<file path="config.mk">
export PLATFORM = sky130hd
export DESIGN_NAME = gls_status
export DESIGN_NICKNAME = d
export VERILOG_FILES = /design/src/hdl/gls_idle_counter.v /design/src/hdl/gls_status.v /design/src/hdl/gls_sync.v
export VERILOG_INCLUDE_DIRS = /design/src /design/src/hdl
export SDC_FILE = /design/constraint.sdc
export NUM_CORES = 1
export LEC_CHECK = 0
export ABC_AREA = 1
export BUFFER_PORTS_ARGS = -buffer_cell sky130_fd_sc_hd__buf_2
export CORE_ASPECT_RATIO = 1.2
export CORE_MARGIN = 4
export CORE_UTILIZATION = 49
export CTS_BUF_LIST = sky130_fd_sc_hd__clkbuf_4 sky130_fd_sc_hd__clkbuf_8 sky130_fd_sc_hd__clkbuf_16
export DETAILED_ROUTE_END_ITERATION = 7
export HOLD_SLACK_MARGIN = 0.03
export PLACE_DENSITY = 0.77
export SYNTH_ARGS = -nofsm -noshare
export SYNTH_HDL_FRONTEND = slang
export SYNTH_HIERARCHICAL = 1
export SYNTH_SLANG_ARGS = --single-unit
</file>
<file path="constraint.sdc">
create_clock -name clk -period 1.8 [get_ports clk]
set_input_delay 0.09 -clock clk [delete_from_list [all_inputs] [get_ports clk]]
set_output_delay 0.09 -clock clk [all_outputs]
set_load 0.05 [all_outputs]
</file>
<file path="src/hdl/gls_map.vh">
`ifndef GLS_MAP_VH
`define GLS_MAP_VH
// register addresses on the management port
`define GLS_ADDR_LINK_STATUS   5'h0a
`define GLS_ADDR_EXT_CAP       5'h0f
`define GLS_ADDR_CTRL          5'h09
// gigabit_link_status fields
`define GLS_BIT_FAULT          15
`define GLS_BIT_ROLE           14
`define GLS_BIT_LOC_RX         13
`define GLS_BIT_REM_RX         12
`define GLS_BIT_LP_FD          11
`define GLS_BIT_LP_HD          10
`define GLS_CNT_MSB            7
// control register fields for manual role
`define GLS_BIT_MAN_EN         12
`define GLS_BIT_MAN_VAL        11
// failed resolutions that latch the fault
`define GLS_FAIL_LIMIT         3'h7
`define GLS_FAIL_ZERO          3'h0
`define GLS_CNT_ZERO           8'h00
`define GLS_CNT_FULL           8'hff
`define GLS_DATA_ZERO          16'h0000
`define GLS_EXT_NIBBLE_LSB     12
`endif

</file>
<file path="src/hdl/gls_idle_counter.v">
`include "gls_map.vh"
module gls_idle_counter (
	// clock and reset
	input  wire       clk,
	input  wire       arst_n,
	// count qualifiers
	input  wire       count_enable,
	input  wire       symbol_error,
	// clear sources
	input  wire       read_clear,
	input  wire       pcs_reset,
	// counter value
	output reg  [7:0] count
);
	reg [7:0] next_count;

	always @* begin
		next_count = count;
		if (count_enable && symbol_error && count != `GLS_CNT_FULL) begin
			next_count = count + 8'h01;
		end
		// a read returns the old value and starts from zero; an error in that cycle is dropped
		if (read_clear || pcs_reset) begin
			next_count = `GLS_CNT_ZERO;
		end
	end

	always @(posedge clk or negedge arst_n) begin
		if (!arst_n) begin
			count <= `GLS_CNT_ZERO;
		end else begin
			count <= next_count;
		end
	end
endmodule // gls_idle_counter

</file>
<file path="src/hdl/gls_status.v">
`include "gls_map.vh"
module gls_status (
	// clock and reset
	input  wire        clk,
	input  wire        arst_n,
	// management access
	input  wire        mgmt_rd,
	input  wire        mgmt_wr,
	input  wire [4:0]  mgmt_addr,
	input  wire [15:0] mgmt_wdata,
	output reg  [15:0] mgmt_rdata,
	output reg         mgmt_rvalid,
	// resets and auto-negotiation events, same clock
	input  wire        pma_reset,
	input  wire        pcs_reset,
	input  wire        an_enable,
	input  wire        an_complete,
	input  wire        page_received,
	// role resolution, same clock
	input  wire        resolve_done,
	input  wire        resolve_fail,
	input  wire        resolved_leader,
	input  wire        partner_manual_en,
	input  wire        partner_manual_leader,
	input  wire        extra_fault,
	// receiver and partner status, from pins
	input  wire        loc_rcvr_ok,
	input  wire        rem_rcvr_ok,
	input  wire        partner_gig_full_duplex_able,
	input  wire        partner_gig_half_duplex_able,
	// receive path, same clock
	input  wire        receiving_idle,
	input  wire        transmit_mode_indication,
	input  wire        rx_symbol_error,
	input  wire [3:0]  ext_status_nibble,
	// role configuration out
	output reg         manual_role_en,
	output reg         manual_role_leader,
	output reg         role_leader,
	output reg         role_fault
);
	// synchronised pin levels
	wire [3:0]  pin_sync;
	wire        loc_ok_s;
	wire        rem_ok_s;
	wire        lp_full_s;
	wire        lp_half_s;

	// state and next values
	wire [7:0]  idle_count;
	reg         an_enable_d;
	reg         an_complete_d;
	reg  [2:0]  fail_count;
	reg  [2:0]  next_fail_count;
	reg         next_role_fault;
	reg         next_role_leader;
	reg         next_manual_role_en;
	reg         next_manual_role_leader;
	reg         pd_full;
	reg         pd_half;
	reg         next_pd_full;
	reg         next_pd_half;
	reg  [15:0] next_rdata;

	// decoded events
	wire        rd_status;
	wire        wr_ctrl;
	wire        an_en_rise;
	wire        an_done_rise;
	wire        forced_clash;
	wire        fail_event;
	wire        pass_event;
	wire        fail_reach;
	wire        fault_set;
	wire        fault_soft_clear;
	wire        idle_qualified;

	// receiver and partner levels come from another domain
	gls_sync #(
		.WIDTH(4)
	) u_sync (
		.clk      (clk),
		.arst_n   (arst_n),
		.async_in ({loc_rcvr_ok, rem_rcvr_ok, partner_gig_full_duplex_able, partner_gig_half_duplex_able}),
		.sync_out (pin_sync)
	);

	// bit order follows the concatenation at the synchroniser input
	assign loc_ok_s  = pin_sync[3];
	assign rem_ok_s  = pin_sync[2];
	assign lp_full_s = pin_sync[1];
	assign lp_half_s = pin_sync[0];

	// event decode
	assign rd_status        = mgmt_rd && (mgmt_addr == `GLS_ADDR_LINK_STATUS);
	assign wr_ctrl          = mgmt_wr && (mgmt_addr == `GLS_ADDR_CTRL);
	assign an_en_rise       = an_enable && !an_enable_d;
	assign an_done_rise     = an_complete && !an_complete_d;
	assign forced_clash     = manual_role_en && partner_manual_en &&
		(manual_role_leader == partner_manual_leader);
	assign fail_event       = resolve_done && resolve_fail;
	assign pass_event       = resolve_done && !resolve_fail;
	// only the step onto the limit sets the fault; a count resting there must not re-set it after a read
	assign fail_reach       = fail_event && (fail_count != `GLS_FAIL_LIMIT) &&
		(next_fail_count == `GLS_FAIL_LIMIT);
	assign fault_set        = fail_reach || forced_clash || extra_fault;
	assign fault_soft_clear = rd_status || an_en_rise || an_done_rise;
	assign idle_qualified   = receiving_idle && transmit_mode_indication;

	// idle error counter; a status read empties it
	gls_idle_counter u_idle (
		.clk          (clk),
		.arst_n       (arst_n),
		.count_enable (idle_qualified),
		.symbol_error (rx_symbol_error),
		.read_clear   (rd_status),
		.pcs_reset    (pcs_reset),
		.count        (idle_count)
	);

	// manual role control lives in register nine
	always @* begin
		next_manual_role_en     = manual_role_en;
		next_manual_role_leader = manual_role_leader;
		if (wr_ctrl) begin
			next_manual_role_en     = mgmt_wdata[`GLS_BIT_MAN_EN];
			next_manual_role_leader = mgmt_wdata[`GLS_BIT_MAN_VAL];
		end
	end

	// both bits default to zero, so the negotiated role applies after reset
	always @(posedge clk or negedge arst_n) begin
		if (!arst_n) begin
			manual_role_en     <= 1'b0;
			manual_role_leader <= 1'b0;
		end else begin
			manual_role_en     <= next_manual_role_en;
			manual_role_leader <= next_manual_role_leader;
		end
	end

	// failed resolutions since the last restart; the count rests at the limit
	always @* begin
		next_fail_count = fail_count;
		if (an_en_rise || pma_reset) begin
			next_fail_count = `GLS_FAIL_ZERO;
		end else if (fail_event && fail_count != `GLS_FAIL_LIMIT) begin
			next_fail_count = fail_count + 3'h1;
		end
	end

	// fault latch: a set wins over the soft clears so no event is lost; a pma reset wins over all
	always @* begin
		next_role_fault = role_fault;
		if (fault_soft_clear) begin
			next_role_fault = 1'b0;
		end
		if (fault_set) begin
			next_role_fault = 1'b1;
		end
		if (pma_reset) begin
			next_role_fault = 1'b0;
		end
	end

	// the role bit moves only on a successful resolution or a pma reset
	always @* begin
		next_role_leader = role_leader;
		if (pma_reset) begin
			next_role_leader = 1'b0;
		end else if (pass_event) begin
			next_role_leader = manual_role_en ? manual_role_leader : resolved_leader;
		end
	end

	// edge detectors start low, so an enable already high at reset release counts as a start
	always @(posedge clk or negedge arst_n) begin
		if (!arst_n) begin
			an_enable_d   <= 1'b0;
			an_complete_d <= 1'b0;
		end else begin
			an_enable_d   <= an_enable;
			an_complete_d <= an_complete;
		end
	end

	always @(posedge clk or negedge arst_n) begin
		if (!arst_n) begin
			fail_count <= `GLS_FAIL_ZERO;
		end else begin
			fail_count <= next_fail_count;
		end
	end

	always @(posedge clk or negedge arst_n) begin
		if (!arst_n) begin
			role_fault <= 1'b0;
		end else begin
			role_fault <= next_role_fault;
		end
	end

	always @(posedge clk or negedge arst_n) begin
		if (!arst_n) begin
			role_leader <= 1'b0;
		end else begin
			role_leader <= next_role_leader;
		end
	end

	// partner ability held at zero until the page has arrived
	always @* begin
		next_pd_full = pd_full;
		next_pd_half = pd_half;
		if (an_en_rise) begin
			next_pd_full = 1'b0;
			next_pd_half = 1'b0;
		end else if (page_received) begin
			next_pd_full = lp_full_s;
			next_pd_half = lp_half_s;
		end
	end

	always @(posedge clk or negedge arst_n) begin
		if (!arst_n) begin
			pd_full <= 1'b0;
			pd_half <= 1'b0;
		end else begin
			pd_full <= next_pd_full;
			pd_half <= next_pd_half;
		end
	end

	// read mux; of these fields, writes touch only the two manual role bits of register nine
	always @* begin
		next_rdata = `GLS_DATA_ZERO;
		case (mgmt_addr)
			`GLS_ADDR_LINK_STATUS: begin
				next_rdata[`GLS_BIT_FAULT]  = role_fault;
				next_rdata[`GLS_BIT_ROLE]   = role_leader;
				next_rdata[`GLS_BIT_LOC_RX] = loc_ok_s;
				next_rdata[`GLS_BIT_REM_RX] = rem_ok_s;
				next_rdata[`GLS_BIT_LP_FD]  = pd_full;
				next_rdata[`GLS_BIT_LP_HD]  = pd_half;
				next_rdata[`GLS_CNT_MSB:0]  = idle_count;
			end
			`GLS_ADDR_EXT_CAP: begin
				next_rdata[15:`GLS_EXT_NIBBLE_LSB] = ext_status_nibble;
			end
			`GLS_ADDR_CTRL: begin
				next_rdata[`GLS_BIT_MAN_EN]  = manual_role_en;
				next_rdata[`GLS_BIT_MAN_VAL] = manual_role_leader;
			end
			default: begin
				// unmapped addresses read as zero
				next_rdata = `GLS_DATA_ZERO;
			end
		endcase
	end

	// read data holds until the next read, so a slow station can still pick it up
	always @(posedge clk or negedge arst_n) begin
		if (!arst_n) begin
			mgmt_rvalid <= 1'b0;
		end else begin
			mgmt_rvalid <= mgmt_rd;
		end
	end

	always @(posedge clk or negedge arst_n) begin
		if (!arst_n) begin
			mgmt_rdata <= `GLS_DATA_ZERO;
		end else if (mgmt_rd) begin
			mgmt_rdata <= next_rdata;
		end
	end
endmodule // gls_status

</file>
<file path="src/hdl/gls_sync.v">
module gls_sync #(
	parameter WIDTH = 1
) (
	// clock and reset
	input  wire             clk,
	input  wire             arst_n,
	// async levels in, synchronised out
	input  wire [WIDTH-1:0] async_in,
	output reg  [WIDTH-1:0] sync_out
);
	reg [WIDTH-1:0] meta;

	always @(posedge clk or negedge arst_n) begin
		if (!arst_n) begin
			meta     <= {WIDTH{1'b0}};
			sync_out <= {WIDTH{1'b0}};
		end else begin
			meta     <= async_in;
			sync_out <= meta;
		end
	end
endmodule // gls_sync

</file>
Word level (Yosys, flattened, before mapping):

Cells that the tools add are included.

* reductions and logical operators: 26
* add/sub/neg operators: 2
* mux-type cells: 19
* equality and inequality tests: 7

Operator list (count)
* 2-to-1 mux 8 bit: 3
* == test 5 x 4 -> 1 bit (second input constant): 3
* logical AND 1 bit: 13
* 2-to-1 mux 1 bit: 11
* adder 8 x 1 -> 8 bit (second input constant): 1
* != test 8 bit (second input constant): 1
* logical OR 1 bit: 6
* 2-to-1 mux 3 bit: 2
* one-hot mux 3 bit (2 select lines): 1
* nonzero test 2 bit: 3
* adder 3 x 1 -> 3 bit (second input constant): 1
* == test 3 bit (second input constant): 1
* zero test 1 bit: 3
* != test 3 bit (second input constant): 1
* one-hot mux 1 bit (3 select lines): 1
* nonzero test 3 bit: 1
* one-hot mux 1 bit (2 select lines): 1
* == test 1 bit: 1

* register bits after elaboration: 42
* output and inout bits: 21
* logic and storage cells: 68
* input port bits: 47

Depth between registers and ports, before layout:

* depth after elaboration: 10
* depth in mapped cells: 10
* gate-level depth less buffers: 9

Modules after synthesis:

The synthesis kept the hierarchy.

Modules (own cells, without submodules)
* gls_status: area each 1212.4 um2, instances 1, cells each 138, sequential area each 650.6 um2
* gls_idle_counter: area each 495.5 um2, instances 1, cells each 67, sequential area each 200.2 um2
* gls_sync: area each 200.2 um2, instances 1, cells each 8, sequential area each 200.2 um2

Least setup slack after synthesis:

No wires, ideal clock.

* path kind: register to register
* start point: reg fail_count[0]
* end point: reg role_fault
* stages on the path, launching flop included: 10
* clock period less this slack: 1383 ps
* path buffers: 0
* setup slack: 417 ps
* library setup time: 77 ps
* required time: 1723 ps
* data arrival time: 1306 ps
* cells stage by stage: dfrtp_1 > ha_1 > ha_1 > inv_1 > nand3_1 > nand2_1 > nand3_1 > nor2_1 > nand2_1 > a21oi_1

* cells in the longest elaborated chain, start to end: 10
* elaborated cells on any way between the ends: 12

Ends and longest elaborated chain
* start, declared: RTL line gls_status.v:53 `reg [2:0] fail_count;`
* start signal, assigned: RTL line gls_status.v:189 `` fail_count <= `GLS_FAIL_ZERO; ``
* start signal, assigned: RTL line gls_status.v:191 `fail_count <= next_fail_count;`
* branches (longest 5 deep; another with adder 3 x 1 -> 3 bit)
* logical AND 1 bit (*): RTL line gls_status.v:104 `` assign fail_reach = fail_event && (fail_count != `GLS_FAIL_LIMIT) && ``
* logical OR 1 bit (*) (2 in series): RTL line gls_status.v:106 `assign fault_set = fail_reach || forced_clash || extra_fault;`
* 2-to-1 mux 1 bit: RTL line gls_status.v:158 `if (fault_set) begin`
* 2-to-1 mux 1 bit: RTL line gls_status.v:161 `if (pma_reset) begin`
* end signal, assigned: RTL line gls_status.v:199 `role_fault <= next_role_fault;`
* end, declared: RTL line gls_status.v:40 `output reg role_fault`

Every way passes the cells marked *.
A chain may end at the register's enable or synchronous reset.

Worst setup path after layout:

Same ends and word-level chain as after synthesis.

==> summary.md <==
| Metric | Value |
|---|---|
| Synth area leader | dfrtp_1 |
| Synthesized flop and latch total | 42 |
| Resized cells post-CTS | 0 |
| Global-route wire length before repair | ~6800 um |
| Slowest cell on the critical path | dfrtp_1 |
| Crit. path cell count | 9 |
| Final Hold Viols | 0 |
| Nets | ~330 |
| HP Start | mgmt_wdata[11] |
| Cell Area, Synth | 1910 um2 |
| Clock Power Share | 32.8% |
| XOR/XNOR share of the synthesized area | 0.918% |
| Post-DRT Antenna Nets | 0 |
| Number of global-route vias before repair | 1614 |
| Max capacitance violation total | 0 |
| Ys Warns | 6 |
| Mux cell area share after synthesis | 0% |
| Commonest non-fill, non-tap cell in the layout | buf_2 |
| Layout area overhead | 27.9% |
| Tmin final | approximately 1.5 ns |
| Post-synthesis compound-gate area fraction | between 10% and 20% |
| Detailed-route via count | ~1600 |
| Dpl hpwl | 2850 um |
| Site Rows | 24 |
| Highest Clock Rate | around 650 MHz |
| Hold crit path type | in -> reg |
| Simple-Gate Fraction of Synth Area | 23.5% |
| CTS Buf Count | 5 |
| Final wirelength | approximately 3800 um |
| Worst R2R Path Depth | 9 |
| Initial antenna violation count | 0 |
| Die width | 65.0 um |
| Vert. Die Dim | 76.4 um |
| CP top delay family | simple AND/OR/NAND/NOR gates |
| R2r setup slk | between 0.2 and 0.3 ns |
| Post-route DRC | 0 |
| Clock Tree Root | clkbuf_8 |
| Clock latency on the worst-skew pair | between 0.2 and 0.3 ns |
| Outcome | finished clean |
| WP data arrival | roughly 1.8 ns |
| Via density | just under 5 |
| WHS Endpoint | manual_role_leader |
| GRT Residual Overflow | 0 |
| Clock Path Buffers | 2 |
| Share of cells above drive strength 1 | between 20% and 30% |
| Cells after Synth | roughly 210 |
| Worst-path clk slew | roughly 0.070 ns |
| Lkg Pwr | 1.32 nW |
| Initial core utilization | between 50% and 60% |
| Most frequent cells in the layout | buf_2 (51), nand2_1 (48), dfrtp_1 (42), inv_1 (30), nand3_1 (20) |
| RSZ-0062 raised after global routing | false |
| Area share of the largest cell type after synthesis | ~55% |
| RR Startpoint | fail_count[0] |
| Max FO, Critical Path | 4 |
| Netlist cell types | 26 |
| Post-CTS Setup Bufs | 0 |
| Part of the cycle the worst path needs | a little under nine tenths |
| Global Route Usage Sum | between 15 and 20% |
| Power Dens Cells | 771 nW/um2 |
| H-tree depth | 2 |
| P_int | 1.39 mW |
| CP required | between 2 and 2.5 ns |
| IO buf count | a little over 50 |
| FILL cells | roughly 320 |
| Setup Skew | slightly above 0.008 ns |
| Crit-path cells | ha_1, ha_1, inv_1, nand3_1, nand2_1, nand3_1, nor2_1, nand2_1, a21oi_1 |
| Placer Congestion | 0.839 |
| DR pass1 iterations | 4 |
| Ant. Diodes | 0 |
| Synth area leaders | dfrtp_1 (55%), nand2_1 (9.4%), inv_1 (5.9%) |
| Wire per inst | approximately 11 um |
| CTS tree | yes |
| Seq/Total Area, Yosys | a little under three fifths |
| Largest family of logic cells by synthesized area | simple AND/OR/NAND/NOR gates |
| Adder-cell area share of the yosys netlist | under 10% |
| Ports | between 60 and 70 |
| Pin count of the biggest net entering global routing | between 40 and 50 |
| Syn_area_per_cell | about 9 um2 |
| Sw Pwr | about 0.5 mW |
| Utilization after layout | 66.1% |
| Fin Setup TNS | 0 ns |
| Core area | between 3000 and 4000 um2 |
| Crit start category | register |
| Die ar. | 4960 um2 |
| Switching share of power | about a quarter |
| Num Clock Sinks | 42 |
| Comb pwr share | between 10 and 15% |
| Final setup fails | 0 |
| R2R Path End | role_fault |
| Kind of critical path | reg -> reg |
| 1st-iter DRT viols | 74 |
| CP Capture Type | register |
| Seq pwr share | 53.4% |
| Worst IR Drop VDD | between 0.0007 and 0.0008 V |
| Critical path buffer and inverter count | 1 |
| Hold Path Depth | 3 |
| CP peak stage delay | ~0.4 ns |
| Pins Over Slew Limit | 0 |
-- Yosys cell counts, drive strengths merged --
library cell  instances
conb                  1
buf                   4
xnor2                 1
dfrtp                42
xor2                  1
a311oi                1
a22o                  9
nand3                21
o21bai                2
a21oi                 7
inv                  32
nand2                51
o21ai                11
ha                    3
nor2                 22
nand3b                1
nand4                 4
-- per-layer routing --
metal  global-route usage, %  wire, um  vias up
met1                    19.5      1590      761
met4                    8.67       109        0
li1                        -         -      825
met3                    4.13       187        9
met2                    30.7      1960       43
met5                       0         0        -
-- worst max path at each step --
stage                        startpoint               to  slack [ns]
after CTS                 fail_count[0]       role_fault        0.27
after floorplan           fail_count[0]       role_fault        0.42
after global placement    fail_count[0]       role_fault        0.34
final                     fail_count[0]       role_fault        0.27
after detailed placement  fail_count[0]       role_fault        0.28
after global routing            mgmt_rd  u_idle/count[4]        0.10
-- cells by family (layout without fill, tap and decap cells) --
logic type,Yosys count,in the layout
buffers and inverters,36,106
and+or+nand+nor,99,99
DFF,42,42
adders and majority gates,3,3
xor gates and xnor gates,2,2
other,1,2
AOI/OAI and AO/OA,30,30
-- registers in the layout, indices dropped and copies added, names as in the netlist, 3 cells and up --
| register | flops |
|---|---|
| mgmt_rdata | 14 |
| u_sync/sync_out | 4 |
| u_idle/count | 8 |
| fail_count | 3 |
| u_sync/meta | 4 |
-- repair_timing --
action | 4_1_cts | 5_1_grt
hold endpoints to repair | 56 | 0
setup endpoints to repair | 0 | 0
hold buffers | 13 | 0
-- final cells by class --
class                      count  area [um2]  area share (%)
clock buffer                   7        90.1            3.69
clock inverter                 1        5.00           0.205
inverter                      32         120            4.92
multi-input combinational    136         709            29.1
sequential                    42        1050            43.1
tap                           52        65.1            2.67
timing repair buffer          66         400            16.4
-- worst register-to-register path, stage by stage, from the launching register on --
cell	delay, ns
dfrtp_1	0.40
ha_1	0.21
ha_1	0.19
inv_1	0.07
nand3_1	0.13
nand2_1	0.10
nand3_1	0.10
nor2_1	0.10
nand2_1	0.06
a21oi_1	0.12
-- per-stage QoR --
step / cells / area, um2 / hold slack, ns / setup WS (ns) / total power, mW
final: 336 / 2440 / 0.0450 / 0.267 / 1.88
after CTS: 336 / 2440 / 0.0362 / 0.269 / 1.91
after detailed placement: 315 / 2220 / 0.183 / 0.279 / 1.26
after global placement: 315 / 2220 / 0.181 / 0.341 / 1.26
after global routing: 336 / 2440 / 0.0493 / 0.102 / 1.99
after floorplan: 214 / 1910 / -0.206 / 0.417 / 1.17
-- power groups by stage --
stage | Combinational, mW | Clock (mW) | Sequential, mW
finish | 0.260 | 0.617 | 1.01
global route | 0.288 | 0.687 | 1.01
CTS | 0.261 | 0.639 | 1.01
detailed placement | 0.239 | 0 | 1.02
global placement | 0.235 | 0 | 1.02
floorplan | 0.0874 | 0 | 1.08
Power figures use the tool's default switching activity.
